--- config.mk ---
export PLATFORM = sky130hd
export DESIGN_NAME = acc_load_core
export DESIGN_NICKNAME = d
export VERILOG_FILES = /design/src/logic/acc_load_pkg.sv /design/src/logic/acc_dec_if.sv /design/src/logic/acc_load_dec.sv /design/src/logic/acc_load_core.sv
export SDC_FILE = /design/constraint.sdc
export NUM_CORES = 1
export LEC_CHECK = 0
export BUFFER_PORTS_ARGS = -buffer_cell sky130_fd_sc_hd__buf_4
export CELL_PAD_IN_SITES_DETAIL_PLACEMENT = 1
export CELL_PAD_IN_SITES_GLOBAL_PLACEMENT = 1
export CORE_MARGIN = 3
export CORE_UTILIZATION = 31
export CTS_CLUSTER_DIAMETER = 120
export DETAILED_ROUTE_END_ITERATION = 8
export PLACE_DENSITY = 0.86
export SETUP_SLACK_MARGIN = 0.4
export SYNTH_ARGS = -nofsm -noshare
export SYNTH_HDL_FRONTEND = slang
export SYNTH_SLANG_ARGS = --single-unit
--- constraint.sdc ---
create_clock -name clk_i -period 2 [get_ports clk_i]
set_clock_uncertainty 0.15 [all_clocks]
set_input_delay 0.2 -clock clk_i [delete_from_list [all_inputs] [get_ports clk_i]]
set_output_delay 0.2 -clock clk_i [all_outputs]
set_load 0.02 [all_outputs]
--- src/logic/acc_load_pkg.sv ---
// Constants for the control-register-to-accumulator transfer group.
// Assumes a 4-bit core with a 10-bit instruction word, clocked per instruction cycle.
// Function
// - Opcode 242h copies serial control register whole into accumulator, one cycle.
// - First wakeup-control read copies wakeup register A into accumulator, one cycle.
// - Opcode 1001011001b copies wakeup register B into accumulator, one cycle.
// - Opcode 1001011010b copies wakeup register C into accumulator, one cycle.
// - Opcode 24Ah copies wakeup register D into accumulator, one cycle.
// - Opcode 1001001001b puts conversion bits 1:0 in accumulator 3:2, zeroes 1:0.
package acc_load_pkg;
    localparam int OPC_W  = 10;
    localparam int ACC_W  = 4;
    localparam int CONV_W = 8;
    localparam int ADDR_W = 4;
    localparam int SEL_W  = 6;

    localparam logic [OPC_W-1:0] OPC_SERIAL = 10'h242;
    localparam logic [OPC_W-1:0] OPC_WAKE_A = 10'h258;
    localparam logic [OPC_W-1:0] OPC_WAKE_B = 10'h259;
    localparam logic [OPC_W-1:0] OPC_WAKE_C = 10'h25a;
    localparam logic [OPC_W-1:0] OPC_WAKE_D = 10'h24a;
    localparam logic [OPC_W-1:0] OPC_CONV   = 10'h249;

    localparam int SEL_SERIAL = 0;
    localparam int SEL_WAKE_A = 1;
    localparam int SEL_WAKE_B = 2;
    localparam int SEL_WAKE_C = 3;
    localparam int SEL_WAKE_D = 4;
    localparam int SEL_CONV   = 5;

    localparam logic [ADDR_W-1:0] REG_CTRL   = 4'h0;
    localparam logic [ADDR_W-1:0] REG_ACC    = 4'h4;
    localparam logic [ADDR_W-1:0] REG_CARRY  = 4'h8;
    localparam logic [ADDR_W-1:0] REG_STATUS = 4'hc;

    localparam int CTRL_EXEC_EN_BIT = 0;
    localparam int STAT_LAST_SEL_LO = 0;
    localparam int STAT_EXEC_CNT_LO = 8;
    localparam int EXEC_CNT_W       = 8;

    localparam logic [31:0]      CTRL_RESET  = 32'h0000_0001;
    localparam logic [ACC_W-1:0] ACC_RESET   = 4'h0;
    localparam logic             CARRY_RESET = 1'b0;
endpackage

--- src/logic/acc_dec_if.sv ---
// Carrier between the transfer core and its opcode decoder.
// Assumes both ends share one clock domain; the signals are combinational.
`timescale 1ns/100ps
interface acc_dec_if;
    import acc_load_pkg::*;
    logic [OPC_W-1:0] opcode;
    logic [SEL_W-1:0] sel;
    modport dec  (input opcode, output sel);
    modport core (output opcode, input sel);
endinterface

--- src/logic/acc_load_dec.sv ---
// Opcode decoder for the transfer group: one-hot select per instruction.
// Assumes the opcode is stable for the whole cycle in which it is offered.
`timescale 1ns/100ps
module acc_load_dec (
    acc_dec_if.dec dif
);
    import acc_load_pkg::*;

    always_comb begin
        dif.sel             = '0;
        dif.sel[SEL_SERIAL] = (dif.opcode == OPC_SERIAL);
        dif.sel[SEL_WAKE_A] = (dif.opcode == OPC_WAKE_A);
        dif.sel[SEL_WAKE_B] = (dif.opcode == OPC_WAKE_B);
        dif.sel[SEL_WAKE_C] = (dif.opcode == OPC_WAKE_C);
        dif.sel[SEL_WAKE_D] = (dif.opcode == OPC_WAKE_D);
        dif.sel[SEL_CONV]   = (dif.opcode == OPC_CONV);
    end
endmodule // acc_load_dec

--- src/logic/acc_load_core.sv ---
// Executes the control-register-to-accumulator transfers in one instruction cycle.
// Assumes source registers and opcode come from logic on clk_i; software port is single-cycle.
`timescale 1ns/100ps
module acc_load_core (
    input  wire logic                         clk_i,
    input  wire logic                         reset_n_i,
    input  wire logic                         ce_i,
    input  wire logic                         exec_i,
    input  wire logic [acc_load_pkg::OPC_W-1:0]  opcode_i,
    input  wire logic [acc_load_pkg::ACC_W-1:0]  serial_ctrl_reg_i,
    input  wire logic [acc_load_pkg::ACC_W-1:0]  wake_ctrl_reg_a_i,
    input  wire logic [acc_load_pkg::ACC_W-1:0]  wake_ctrl_reg_b_i,
    input  wire logic [acc_load_pkg::ACC_W-1:0]  wake_ctrl_reg_c_i,
    input  wire logic [acc_load_pkg::ACC_W-1:0]  wake_ctrl_reg_d_i,
    input  wire logic [acc_load_pkg::CONV_W-1:0] conv_result_i,
    input  wire logic [acc_load_pkg::ADDR_W-1:0] addr_i,
    input  wire logic [31:0]                  wr_data_i,
    input  wire logic                         wr_i,
    input  wire logic                         rd_i,
    output logic      [31:0]                  rd_data_o,
    output logic      [acc_load_pkg::ACC_W-1:0]  acc_o,
    output logic                              carry_flag_o,
    output logic                              skip_o,
    output logic                              done_o
);
    import acc_load_pkg::*;

    logic [ACC_W-1:0]      acc_reg;
    logic [ACC_W-1:0]      acc_next;
    logic                  carry_flag_reg;
    logic                  skip_reg;
    logic                  done_reg;
    logic                  exec_en_reg;
    logic [SEL_W-1:0]      last_sel_reg;
    logic [EXEC_CNT_W-1:0] exec_cnt_reg;
    logic [31:0]           rd_data_reg;
    logic                  hit;
    logic                  fire;

    // Decoder kept apart so a wider opcode map only touches one file
    acc_dec_if dif ();
    assign dif.opcode = opcode_i;

    acc_load_dec u_dec (
        .dif (dif.dec)
    );

    assign hit  = |dif.sel;
    assign fire = ce_i && exec_i && exec_en_reg && hit;

    // Decoder is one-hot, so the order below never matters
    always_comb begin
        acc_next = acc_reg;
        if (dif.sel[SEL_SERIAL]) begin
            acc_next = serial_ctrl_reg_i;
        end
        if (dif.sel[SEL_WAKE_A]) begin
            acc_next = wake_ctrl_reg_a_i;
        end
        if (dif.sel[SEL_WAKE_B]) begin
            acc_next = wake_ctrl_reg_b_i;
        end
        if (dif.sel[SEL_WAKE_C]) begin
            acc_next = wake_ctrl_reg_c_i;
        end
        if (dif.sel[SEL_WAKE_D]) begin
            acc_next = wake_ctrl_reg_d_i;
        end
        if (dif.sel[SEL_CONV]) begin
            acc_next = {conv_result_i[1:0], 2'b00};
        end
    end

    // Instruction beats a same-cycle software write: the core owns the accumulator
    always_ff @(posedge clk_i or negedge reset_n_i) begin
        if (!reset_n_i) begin
            acc_reg <= ACC_RESET;
        end else if (ce_i) begin
            if (fire) begin
                acc_reg <= acc_next;
            end else if (wr_i && addr_i == REG_ACC) begin
                acc_reg <= wr_data_i[ACC_W-1:0];
            end
        end
    end

    // Only software touches carry; transfers leave it alone
    always_ff @(posedge clk_i or negedge reset_n_i) begin
        if (!reset_n_i) begin
            carry_flag_reg <= CARRY_RESET;
        end else if (ce_i && wr_i && addr_i == REG_CARRY) begin
            carry_flag_reg <= wr_data_i[0];
        end
    end

    // These instructions never request a skip
    always_ff @(posedge clk_i or negedge reset_n_i) begin
        if (!reset_n_i) begin
            skip_reg <= 1'b0;
        end else if (ce_i) begin
            skip_reg <= 1'b0;
        end
    end

    // Pulse holds while ce_i is low, so a stalled pipeline still sees it
    always_ff @(posedge clk_i or negedge reset_n_i) begin
        if (!reset_n_i) begin
            done_reg <= 1'b0;
        end else if (ce_i) begin
            done_reg <= fire;
        end
    end

    // Enable resets high so code runs without a setup write
    always_ff @(posedge clk_i or negedge reset_n_i) begin
        if (!reset_n_i) begin
            exec_en_reg <= CTRL_RESET[CTRL_EXEC_EN_BIT];
        end else if (ce_i && wr_i && addr_i == REG_CTRL) begin
            exec_en_reg <= wr_data_i[CTRL_EXEC_EN_BIT];
        end
    end

    // Counter wraps; only a rough activity gauge for software
    always_ff @(posedge clk_i or negedge reset_n_i) begin
        if (!reset_n_i) begin
            last_sel_reg <= '0;
            exec_cnt_reg <= '0;
        end else if (ce_i && fire) begin
            last_sel_reg <= dif.sel;
            exec_cnt_reg <= exec_cnt_reg + 8'h01;
        end
    end

    // Read data live for the cycle after the strobe, held longer while ce_i is low
    always_ff @(posedge clk_i or negedge reset_n_i) begin
        if (!reset_n_i) begin
            rd_data_reg <= '0;
        end else if (ce_i) begin
            rd_data_reg <= '0;
            if (rd_i) begin
                unique case (addr_i)
                    REG_CTRL:   rd_data_reg <= {31'h0, exec_en_reg};
                    REG_ACC:    rd_data_reg <= {28'h0, acc_reg};
                    REG_CARRY:  rd_data_reg <= {31'h0, carry_flag_reg};
                    REG_STATUS: rd_data_reg <= {16'h0, exec_cnt_reg, 2'b00, last_sel_reg};
                    default:    rd_data_reg <= '0;
                endcase
            end
        end
    end

    assign acc_o        = acc_reg;
    assign carry_flag_o = carry_flag_reg;
    assign skip_o       = skip_reg;
    assign done_o       = done_reg;
    assign rd_data_o    = rd_data_reg;

    AST_SERIAL: assert property (@(posedge clk_i) disable iff (!reset_n_i)
        fire && dif.sel[SEL_SERIAL] |=> acc_o == $past(serial_ctrl_reg_i) && done_o)
        else $error("serial control transfer wrong");

    AST_WAKE_A: assert property (@(posedge clk_i) disable iff (!reset_n_i)
        fire && opcode_i == OPC_WAKE_A |=> acc_o == $past(wake_ctrl_reg_a_i))
        else $error("wakeup A transfer wrong");

    AST_WAKE_B: assert property (@(posedge clk_i) disable iff (!reset_n_i)
        ce_i && exec_i && exec_en_reg && opcode_i == 10'h259 |=> acc_o == $past(wake_ctrl_reg_b_i))
        else $error("wakeup B transfer wrong");

    AST_WAKE_C: assert property (@(posedge clk_i) disable iff (!reset_n_i)
        ce_i && exec_i && exec_en_reg && opcode_i == 10'h25a |=> acc_o == $past(wake_ctrl_reg_c_i))
        else $error("wakeup C transfer wrong");

    AST_WAKE_D: assert property (@(posedge clk_i) disable iff (!reset_n_i)
        ce_i && exec_i && exec_en_reg && opcode_i == 10'h24a |=> acc_o == $past(wake_ctrl_reg_d_i))
        else $error("wakeup D transfer wrong");

    AST_CONV: assert property (@(posedge clk_i) disable iff (!reset_n_i)
        ce_i && exec_i && exec_en_reg && opcode_i == 10'h249
        |=> acc_o[3:2] == $past(conv_result_i[1:0]) && acc_o[1:0] == 2'b00)
        else $error("conversion bits transfer wrong");

    AST_CARRY_KEPT: assert property (@(posedge clk_i) disable iff (!reset_n_i)
        fire && !(wr_i && addr_i == REG_CARRY) |=> $stable(carry_flag_o) && !skip_o)
        else $error("transfer touched carry or skip");

    AST_IDLE_HOLD: assert property (@(posedge clk_i) disable iff (!reset_n_i)
        !ce_i |=> $stable(acc_o) && $stable(done_o))
        else $error("state moved with clock enable low");

    AST_ONE_HOT_SEL: assert property (@(posedge clk_i) disable iff (!reset_n_i)
        $onehot0(dif.sel))
        else $error("decoder select not one-hot");

    AST_REFUSED_HOLD: assert property (@(posedge clk_i) disable iff (!reset_n_i)
        ce_i && !fire && !(wr_i && addr_i == REG_ACC) |=> $stable(acc_o) && !done_o)
        else $error("refused instruction changed state");

    AST_DISABLED: assert property (@(posedge clk_i) disable iff (!reset_n_i)
        ce_i && !exec_en_reg |=> !done_o)
        else $error("transfer ran while disabled");

    AST_CARRY_SW_ONLY: assert property (@(posedge clk_i) disable iff (!reset_n_i)
        !(ce_i && wr_i && addr_i == REG_CARRY) |=> $stable(carry_flag_o))
        else $error("carry moved without a software write");

    AST_SKIP_LOW: assert property (@(posedge clk_i) disable iff (!reset_n_i)
        !skip_o)
        else $error("skip requested");

    AST_ONE_CYCLE: assert property (@(posedge clk_i) disable iff (!reset_n_i)
        fire |=> done_o && last_sel_reg == $past(dif.sel))
        else $error("transfer not finished in one cycle");

    AST_EXEC_COUNT: assert property (@(posedge clk_i) disable iff (!reset_n_i)
        fire |=> exec_cnt_reg == $past(exec_cnt_reg) + 8'h01)
        else $error("execution count did not step");

    AST_ACC_WRITE: assert property (@(posedge clk_i) disable iff (!reset_n_i)
        ce_i && !fire && wr_i && addr_i == REG_ACC |=> acc_o == $past(wr_data_i[ACC_W-1:0]))
        else $error("software accumulator write lost");

    AST_RD_IDLE: assert property (@(posedge clk_i) disable iff (!reset_n_i)
        ce_i && !rd_i |=> rd_data_o == 32'h0)
        else $error("read data outside its cycle");
endmodule // acc_load_core

# --- Word level (Yosys, flattened, before mapping) ---
# Cells that the tools add are included.
totals:
  wordCells: 40
  ff_bits: 53
  romBits: 0
  output_inout_bits: 39
  mem_count: 0
  mem_bits_rw: 0
  inputBits: 80
  latchBits: 0
op_classes:
  bitwise_logic: 0
  div_mod_pow: 0
  add_sub_neg: 1
  n_mul: 0
  n_eq_ne: 10
  order_cmp: 0
  n_shift: 0
  n_reduce_logical: 12
  mux: 10
ops:
  columns: ["cell", "n"]
  rows:
  - ["$pmux W16 S4", 1]
  - ["$eq A10 B10 Y1 const B", 6]
  - ["$mux W4", 8]
  - ["$mux W16", 1]
  - ["$add A8 B1 Y8 const B", 1]
  - ["$eq A4 B4 Y1 const B", 2]
  - ["$logic_and A1 B1 Y1", 8]
  - ["$ne A7 B1 Y1 const B", 1]
  - ["$reduce_or A6 Y1", 1]
  - ["$eq A4 B3 Y1 const B", 1]
  - ["$logic_not A4 Y1", 1]
  - ["$reduce_and A3 Y1", 1]
  - ["$reduce_bool A2 Y1", 1]

# --- Longest topological paths before layout ---
# Gate-level depths: netlist of the first run.
logic_depth:
  depth_word: 8
  ltp_mapped: 8

# --- Hierarchy ---
# Synthesis of the first run repeated with hierarchy kept, for this count alone.
unflattened:
  cells_unflattened: 191
  hier_area_um2: 1974.4
by_module_without_submodules:
  columns: ["mod", "cells_each", "instances", "seq_area_each_um2", "area_each_um2"]
  rows:
  - ["acc_load_core", 179, 1, 877.1, 1874.3]
  - ["acc_load_dec", 12, 1, 0.0, 100.1]

# --- Worst setup path after synthesis of the first run ---
# No wires, ideal clock.
synth_path:
  path_type: "flip-flop to flip-flop"
  start: "register exec_en_reg"
  end: "register last_sel_reg[1]"
  t_arrival_ns: 1.342
  setup_ns: 0.136
  setup_slack_ns: 0.372
  t_required_ns: 1.714
  path_stages_with_launch: 7
  path_cell_list: "dfstp_2 nand3_1 or3_1 buf_2 buf_6 nand2_1 o41ai_2"
synth_between:
  elab_chain_cells: 3
synth_lines:
  columns: ["element", "line", "text"]
  rows:
  - ["start, declared", "acc_load_core.sv:33", "logic exec_en_reg;"]
  - ["start signal, assigned", "acc_load_core.sv:117", "exec_en_reg <= CTRL_RESET[CTRL_EXEC_EN_BIT];"]
  - ["start signal, assigned", "acc_load_core.sv:119", "exec_en_reg <= wr_data_i[CTRL_EXEC_EN_BIT];"]
  - ["$logic_and A1 B1 Y1 (2 in a row)", "acc_load_core.sv:49", "assign fire = ce_i && exec_i && exec_en_reg && hit;"]
  - ["$logic_and A1 B1 Y1", "acc_load_core.sv:128", "end else if (ce_i && fire) begin"]
  - ["end signal, assigned", "acc_load_core.sv:129", "last_sel_reg <= dif.sel;"]
  - ["end, declared", "acc_load_core.sv:34", "logic [SEL_W-1:0] last_sel_reg;"]
# No other way between the ends.
# A chain may end at the register's enable or synchronous reset.

# --- Worst setup path after layout of the first run ---
layout_path:
  start: "register exec_en_reg"
  end: "register exec_cnt_reg[0]"
layout_between:
  elab_chain_cells: 3
layout_lines:
  columns: ["element", "line", "text"]
  rows:
  - ["$logic_and A1 B1 Y1 (2 in a row)", "acc_load_core.sv:49", null]
  - ["$logic_and A1 B1 Y1", "acc_load_core.sv:128", null]
  - ["end signal, assigned", "acc_load_core.sv:130", "exec_cnt_reg <= exec_cnt_reg + 8'h01;"]
  - ["end, declared", "acc_load_core.sv:35", "logic [EXEC_CNT_W-1:0] exec_cnt_reg;"]
# No other way between the ends.

==> results of run 1 <==
power breakdown:
group          switching (mW)  leakage, nW  internal [mW]
clock network           0.259       0.0612          0.403
registers              0.0236        0.479          0.737
logic                   0.176        0.785          0.143
metal layers:
layer	vias to the layer above	GRT usage, %	part of all wire [%]
li1	881	-	-
met1	874	19.1	44
met5	-	0	0
met3	11	3.29	5.9
met4	0	5.86	2.0
met2	65	25.3	49
worst max-delay path, cell delays in order, from the launching register on:
cell and delay [ns]:
dfstp_2 0.57, nand3_4 0.09, or3_4 0.43, buf_6 0.16, xnor2_1 0.12
cells in the mapped netlist (2+ instances only):
library cell | count | area share [%]
nand4_1 | 9 | 2.7
mux2_2 | 4 | 2.2
nand2_1 | 30 | 5.4
o21ai_1 | 13 | 3.1
o41ai_2 | 3 | 2.3
o21ai_0 | 6 | 1.4
xnor2_1 | 7 | 2.9
clkbuf_1 | 4 | 0.72
dfrtp_1 | 34 | 41
buf_2 | 6 | 1.4
and3_1 | 3 | 0.90
o41ai_1 | 2 | 0.84
o22ai_1 | 8 | 2.4
mux2i_1 | 9 | 4.3
buf_4 | 20 | 7.2
nand2b_1 | 3 | 0.90
a21oi_1 | 4 | 0.96
inv_1 | 18 | 3.2
nor2b_1 | 6 | 1.8
nand3_1 | 6 | 1.4
nor2_1 | 7 | 1.3
cells by family (layout without fill, tap and decap cells):
group | after synthesis | after routing | synth area share, %
muxes | 14 | 14 | 7.58
DFF | 35 | 35 | 42.2
AOI/OAI and AO/OA | 45 | 45 | 14.8
adders and majority gates | 1 | 1 | 0.602
xor gates and xnor gates | 7 | 7 | 2.95
buffers and inverters | 50 | 100 | 13.4
other | 1 | 19 | 0.180
and+or+nand+nor | 73 | 74 | 18.4
final timing paths:
kind	from	end	depth (start not counted)
max	exec_en_reg$_DFFE_PN1P_	exec_cnt_reg[0]$_DFFE_PN0P_	4
min	rd_i	rd_data_o[0]$_DFFE_PN0P_	3
max reg2reg	exec_en_reg$_DFFE_PN1P_	exec_cnt_reg[0]$_DFFE_PN0P_	4
min reg2reg	exec_cnt_reg[7]$_DFFE_PN0P_	exec_cnt_reg[7]$_DFFE_PN0P_	1
max in group asynchronous	reset_n_i	exec_en_reg$_DFFE_PN1P_	2
min in group asynchronous	reset_n_i	rd_data_o[14]$_DFFE_PN0P_	2
through the flow:
stage                     std cells  utilization [%]  setup slack [ns]
after detailed placement        360             40.2             0.101
after global placement          360             40.2             0.133
after CTS                       370             42.6             0.383
after floorplan                 244                -             0.379
final                           372             43.0             0.386
after global routing            372             43.0             0.337
what timing repair did:
| item | 4_1_cts | 5_1_grt |
|---|---|---|
| pin swaps | 2 | 3 |
| hold buffers | 1 | 0 |
| resized for setup | 6 | 3 |
| setup endpoints to repair | 11 | 14 |
| buffers inserted | 0 | 2 |
| gates cloned | 1 | 0 |
| hold endpoints to repair | 34 | 0 |
cell type report:
cell class	instances	area [um^2]
clock inverter	2	35.0
multi-input combinational	160	1040
timing repair buffer	74	566
sequential	35	877
fill	765	3660
inverter	18	67.6
tap	77	96.3
clock buffer	6	82.6
placed cells by master, fill, tap and decap left out, drive strengths merged, types with 2 or more instances in the layout:
cell,n
a21oi,4
nand3,6
o21ai,19
mux2,4
o41ai,5
nand2b,3
clkbuf,6
mux2i,9
o311ai,2
buf,73
inv,18
xnor2,7
nand4,9
nand2,31
nor2b,6
nor2,7
or3,2
o22ai,8
conb,19
nor3b,2
dfrtp,34
and3,3
==> impl_metrics.tcl, run 1 <==
set metrics [dict create \
    die_y_um 87.9 \
    synthesis.area_mm2 0.00208 \
    ant_nets 0 \
    hold_path_class "primary input to flip-flop" \
    cts_made_buffers 5 \
    avgSynthCellArea_um2 9.20 \
    drt_pre_antenna_iters 4 \
    cts_buffer_depth 2 \
    drive_above_1_share_pct 34.9 \
    postSynthCellCount 226 \
    ys_async_sr_fraction_pct 100 \
    clock_latency_ns 0.29 \
    diodes 0 \
    area_delta_synth_final_pct 32.9 \
    dr_total_vias 1831 \
    start_util_pct 32.4 \
    finalCriticalPeriod_ns 1.61 \
    dpl_cell_area_mm2 0.00258 \
    start_kind "flip-flop" \
    grt_pass1_wl_mm 9.17 \
    nets 375 \
    cts.sinks 35 \
    ir_drop_v 0.000248 \
    setup_viol 0 \
    coreArea_mm2 0.00642 \
    synth-edff-count 0 \
    maxCapViolCount 0 \
    via_per_inst 4.92 \
    timing.hold.ws_ns 0.0177 \
    drt_first_iter_violations 44 \
    grt_max_degree 36 \
    io_buffers 65 \
    io_pins 119 \
    ys_seq_area_share_pct 42.2 \
    clkTransAtPathRegs_ns 0.07 \
    ys_warn_count 0 \
    wl_per_cell_um 15.0 \
    timing.fmax_mhz 620 \
    die_w_um 87.9 \
    grt_remaining_overflow 0 \
    rsz0062_at_grt "true" \
    antenna_found_initial 0 \
    grt_pass1_vias 1896 \
    ys_seq_elements 35 \
    cp-end-kind "flip-flop" \
    drt-total-wl_mm 5.59 \
    status "finished clean" \
    h-tree-depth 2 \
    crit_required_ns 2.03 \
    leakagePower_nw 1.33 \
    reg2reg_slack_ns 0.39 \
    die-area_mm2 0.00773 \
    path_max_fanout 6 \
    tns_ns 0 \
    finalMaxSlewViolations 0 \
    place_hpwl_mm 4.32 \
    final.period_utilization_pct 80.7 \
    crit_arrival_ns 1.65 \
    track_usage_pct 15.1 \
    root_buffer "clkbuf_8" \
    hold_viol 0 \
    finalPower_mw 1.74 \
    finalInstanceArea_mm2 0.00276 \
    drc 0 \
    cts_tree "done" \
    synth_ff_type "dfrtp_1" \
    largest_register_ffs 14 \
    crit_type "flip-flop to flip-flop" \
    row_count 29 \
    place_congestion 0.782 \
    pwr_density_cell_mw_per_mm2 630 \
    yosys.cell_types.count 45 \
]
Power figures use the tool's default switching activity.
==> run 2: changes to the inputs <==
- clock period: 2 -> 1.6 ns (I/O delays scaled with it)
==> impl_metrics.tcl, run 2 (synthesis results as in run 1) <==
set metrics [dict create \
    crit_required_ns 1.63 \
    slowest_stage "dfstp_2" \
    hold_path_class "primary input to flip-flop" \
    place_ws_ns -0.248 \
    tns_ns -0.515 \
    clkTransAtPathRegs_ns 0.07 \
    path_max_fanout 7 \
    dr_total_vias 1927 \
    reg2reg_slack_ns -0.09 \
    cts_tree "done" \
    power_frac_seq_pct 46.4 \
    wl_per_cell_um 15.3 \
    root_buffer "clkbuf_8" \
    layout_commonest_cell "buf_4" \
    grt_pass1_wl_mm 10.1 \
    coreArea_mm2 0.00642 \
    drc 0 \
    slowest_delay_ns 0.55 \
    cts_buffer_depth 2 \
    leakagePower_nw 1.51 \
    crit_chain "nand3_4 -> or3_4 -> buf_4 -> o41ai_4" \
    startpoint "exec_en_reg$_DFFE_PN1P_" \
    final.period_utilization_pct 106 \
    place_hpwl_mm 4.49 \
    crit_arrival_ns 1.73 \
    diodes 0 \
    area_delta_synth_final_pct 44.9 \
    power.share.clock_pct 30.0 \
    crit_type "flip-flop to flip-flop" \
    place_congestion 0.788 \
    start_kind "flip-flop" \
    cp-end-kind "flip-flop" \
    power_switching_mw 0.582 \
    status "complete, but fails checks" \
    antenna_found_initial 0 \
    grt_pass1_vias 2158 \
    cp_top_family "flip-flops" \
    ant_nets 0 \
    largest_register_ffs 14 \
    start_util_pct 32.4 \
    critical_path_buf_inv_count 1 \
    pwr_density_cell_mw_per_mm2 680 \
    nets 405 \
    cts_made_buffers 5 \
    drt_pre_antenna_iters 4 \
    hold_start "conv_result_i[0]" \
    drt_first_iter_violations 45 \
    grt_max_degree 36 \
    grt_remaining_overflow 0 \
    finalMaxSlewViolations 0 \
    die_y_um 87.9 \
    p_int_mw 1.47 \
    drive_above_1_share_pct 40.3 \
    track_usage_pct 16.6 \
    row_count 29 \
    finalCriticalPeriod_ns 1.69 \
    sw_frac_of_total_pct 28.4 \
    h-tree-depth 2 \
    power_frac_comb_pct 23.6 \
    nFillCells 767 \
    clock_latency_ns 0.29 \
    io_buffers 65 \
    worst_slack_ns -0.0923 \
    final_core_util_pct 46.9 \
    io_pins 119 \
    die-area_mm2 0.00773 \
    drt-total-wl_mm 6.16 \
    cts.sinks 35 \
    via_per_inst 4.79 \
    dpl.cell_count 382 \
    violations "negative setup slack" \
    timing.fmax_mhz 591 \
    rsz0062_at_grt "true" \
    die_w_um 87.9 \
    r2r_start "exec_en_reg$_DFFE_PN1P_" \
    instances_no_fill 402 \
    layout_common_cells "95 x buf_4, 32 x dfrtp_1, 26 x nand2_1, 19 x conb_1, 18 x inv_1" \
    setup_viol 15 \
    hold_viol 0 \
    ir_drop_v 0.000260 \
    maxCapViolCount 0 \
]
## run 2: metrics by stage
step	hold slack (ns)	instance area, um^2	total power [mW]
finish	0.0215	3010	2.05
floorplan	-0.286	2170	1.20
global route	0.0410	3010	2.15
CTS	0.0196	2940	2.04
detailed placement	-0.0126	2750	1.39
global placement	-0.0178	2750	1.38
## run 2: tightest hold or removal path, delay by kind of cell
family | cells | cell delay [ns]
AOI/OAI and AO/OA | 2 | 0.17
buffers and inverters | 1 | 0.08
## run 2: per-layer routing
metal | wire length, um | vias up | GRT usage (%)
met2 | 3150 | 66 | 30.2
met1 | 2560 | 917 | 19.1
li1 | - | 935 | -
met3 | 317 | 9 | 3.01
met5 | 0 | - | 0
met4 | 129 | 0 | 6.28
## run 2: final cells by class
cell class | count | area (um^2) | area share, %
repair buffers | 105 | 822 | 27.3
flip-flops and latches | 35 | 880 | 29.2
clock buffers | 7 | 76.3 | 2.53
inverters | 18 | 67.6 | 2.24
well taps | 77 | 96.3 | 3.20
clock inverters | 1 | 5.00 | 0.166
multi-input cells | 159 | 1070 | 35.4
## run 2: worst paths after layout
check | end | depth (start not counted)
worst max-delay path | last_sel_reg[1]$_DFFE_PN0P_ | 4
worst min-delay path | acc_o[2]$_DFFE_PN0P_ | 3
min in group asynchronous | rd_data_o[5]$_DFFE_PN0P_ | 2
max in group asynchronous | exec_en_reg$_DFFE_PN1P_ | 2
worst max register to register | last_sel_reg[1]$_DFFE_PN0P_ | 4
worst min register to register | exec_cnt_reg[7]$_DFFE_PN0P_ | 1
## run 2: power groups by stage
stage	sequential [mW]	combinational, mW	clock, mW
floorplan	0.995	0.206	0
global placement	0.965	0.414	0
detailed placement	0.967	0.426	0
CTS	0.949	0.457	0.631
global route	0.956	0.526	0.667
finish	0.951	0.484	0.616
## run 2: timing repair
action                                  4_1_cts  5_1_grt
pin swaps                                     7        4
cloned                                        1        0
hold buffers                                  3        0
endpoints found under the setup margin       30       28
setup buffers                                 5        3
gates resized for setup                       8        9
endpoints found under the hold margin        38        0
==> run 3: changes to the inputs <==
- RECOVER_POWER: unset -> 50
==> impl_metrics.tcl, run 3 (synthesis results as in run 1) <==
set metrics [dict create \
    path_max_fanout 7 \
    drt_pre_antenna_iters 4 \
    crit_arrival_ns 1.73 \
    crit_required_ns 1.63 \
    cts_made_buffers 5 \
    slowest_delay_ns 0.55 \
    grt_remaining_overflow 0 \
    worst_pin_slew_ns 0.852 \
    die_y_um 87.9 \
    leakagePower_nw 1.51 \
    finalMaxSlewViolations 0 \
    setup_viol 15 \
    power_switching_mw 0.582 \
    start_kind "flip-flop" \
    slew_headroom_pct 43.2 \
    diodes 0 \
    antenna_found_initial 0 \
    die-area_mm2 0.00773 \
    ant_nets 0 \
    grt_pass1_wl_mm 10.1 \
    violations "negative setup slack" \
    track_usage_pct 16.6 \
    hold_viol 0 \
    crit_chain "nand3_4 -> or3_4 -> buf_4 -> o41ai_4" \
    coreArea_mm2 0.00642 \
    row_count 29 \
    cp-end-kind "flip-flop" \
    drive_above_1_share_pct 40.3 \
    timing.fmax_mhz 591 \
    slowest_stage "dfstp_2" \
    final_core_util_pct 46.9 \
    io_pins 119 \
    finalCriticalPeriod_ns 1.69 \
    h-tree-depth 2 \
    io_buffers 65 \
    wl_per_cell_um 15.3 \
    final.period_utilization_pct 106 \
    power_frac_comb_pct 23.6 \
    drc 0 \
    p_int_mw 1.47 \
    nets 405 \
    place_hpwl_mm 4.49 \
    grt_max_degree 36 \
    layout_common_cells "94 x buf_4, 32 x dfrtp_1, 26 x nand2_1, 19 x conb_1, 18 x inv_1" \
    die_w_um 87.9 \
    hold_path_class "primary input to flip-flop" \
    power.share.clock_pct 30.0 \
    ir_drop_v 0.000260 \
    power_frac_seq_pct 46.4 \
    status "complete, but fails checks" \
    cts_tree "done" \
    place_congestion 0.788 \
    dr_total_vias 1927 \
    crit_type "flip-flop to flip-flop" \
    clock_latency_ns 0.29 \
    pwr_density_cell_mw_per_mm2 681 \
    cts.sinks 35 \
    worst_slack_ns -0.0923 \
    cts_buffer_depth 2 \
    start_util_pct 32.4 \
    sw_frac_of_total_pct 28.4 \
    root_buffer "clkbuf_8" \
    drt_first_iter_violations 45 \
    finalInstanceArea_mm2 0.00301 \
    maxCapViolCount 0 \
    grt_pass1_vias 2158 \
    dpl_cell_area_mm2 0.00275 \
    clkTransAtPathRegs_ns 0.07 \
    area_delta_synth_final_pct 44.8 \
    drt-total-wl_mm 6.16 \
    via_per_inst 4.79 \
    largest_register_ffs 14 \
    layout_commonest_cell "buf_4" \
    rsz0062_at_grt "true" \
]
## run 3: cell types whose count changed in the layout (fill, tap and decap cells not counted)
cell | previous run | this run
buf_4 | 95 | 94
clkbuf_2 | 0 | 1
## run 3: metrics by stage
stage | hold slack [ns] | power [mW] | cells | setup TNS (ns) | setup WS [ns]
6_report | 0.0215 | 2.05 | 402 | -0.515 | -0.0923
3_3_place_gp | -0.0178 | 1.38 | 382 | -1.35 | -0.156
3_5_place_dp | -0.0126 | 1.39 | 382 | -2.09 | -0.248
5_1_grt | 0.0410 | 2.15 | 402 | -1.42 | -0.147
2_1_floorplan | -0.286 | 1.20 | 244 | -0.0538 | -0.0160
4_1_cts | 0.0196 | 2.04 | 399 | -0.367 | -0.107
## run 3: power groups by stage
stage / Sequential (mW) / Combinational, mW / Clock, mW
2_1_floorplan: 0.995 / 0.206 / 0
3_3_place_gp: 0.965 / 0.414 / 0
3_5_place_dp: 0.967 / 0.426 / 0
4_1_cts: 0.949 / 0.457 / 0.631
5_1_grt: 0.956 / 0.525 / 0.667
6_report: 0.951 / 0.483 / 0.616
## run 3: path summary, 6_finish.rpt
kind	from	end	slack (ns)	cells after the start
worst max-delay path	exec_en_reg$_DFFE_PN1P_	last_sel_reg[1]$_DFFE_PN0P_	-0.09	4
max in group asynchronous	reset_n_i	carry_flag_o$_DFFE_PN0P_	0.35	2
worst min register to register	exec_cnt_reg[7]$_DFFE_PN0P_	exec_cnt_reg[7]$_DFFE_PN0P_	0.33	1
worst min-delay path	conv_result_i[0]	acc_o[2]$_DFFE_PN0P_	0.02	3
worst max register to register	exec_en_reg$_DFFE_PN1P_	last_sel_reg[1]$_DFFE_PN0P_	-0.09	4
min in group asynchronous	reset_n_i	rd_data_o[5]$_DFFE_PN0P_	0.37	2
## run 3: cell type report
type	instances	area, um^2
clock buffer	7	76.3
clock inverter	1	5.00
fill	768	3410
inverter	18	67.6
multi-input combinational	159	1070
sequential	35	880
tap	77	96.3
timing repair buffer	105	820
## run 3: what timing repair did
action	CTS	global route
pin swaps	7	4
hold buffers	3	0
endpoints found under the setup margin	30	28
gates resized for setup	8	9
cloned	1	0
endpoints found under the hold margin	38	0
buffers inserted	5	3
## run 3: metal layers
metal,global-route usage (%),up-vias,routed length [um]
met5,0,-,0
met4,6.28,0,129
met3,3.01,9,317
met2,30.2,66,3150
met1,19.1,917,2560
li1,-,935,-
## run 3: critical path, delay by kind of cell, from the launching register on
family          cells  cell delay (ns)
flops               1             0.55
simple gates        2             0.50
compound gates      1             0.22
buf+inv             1             0.16
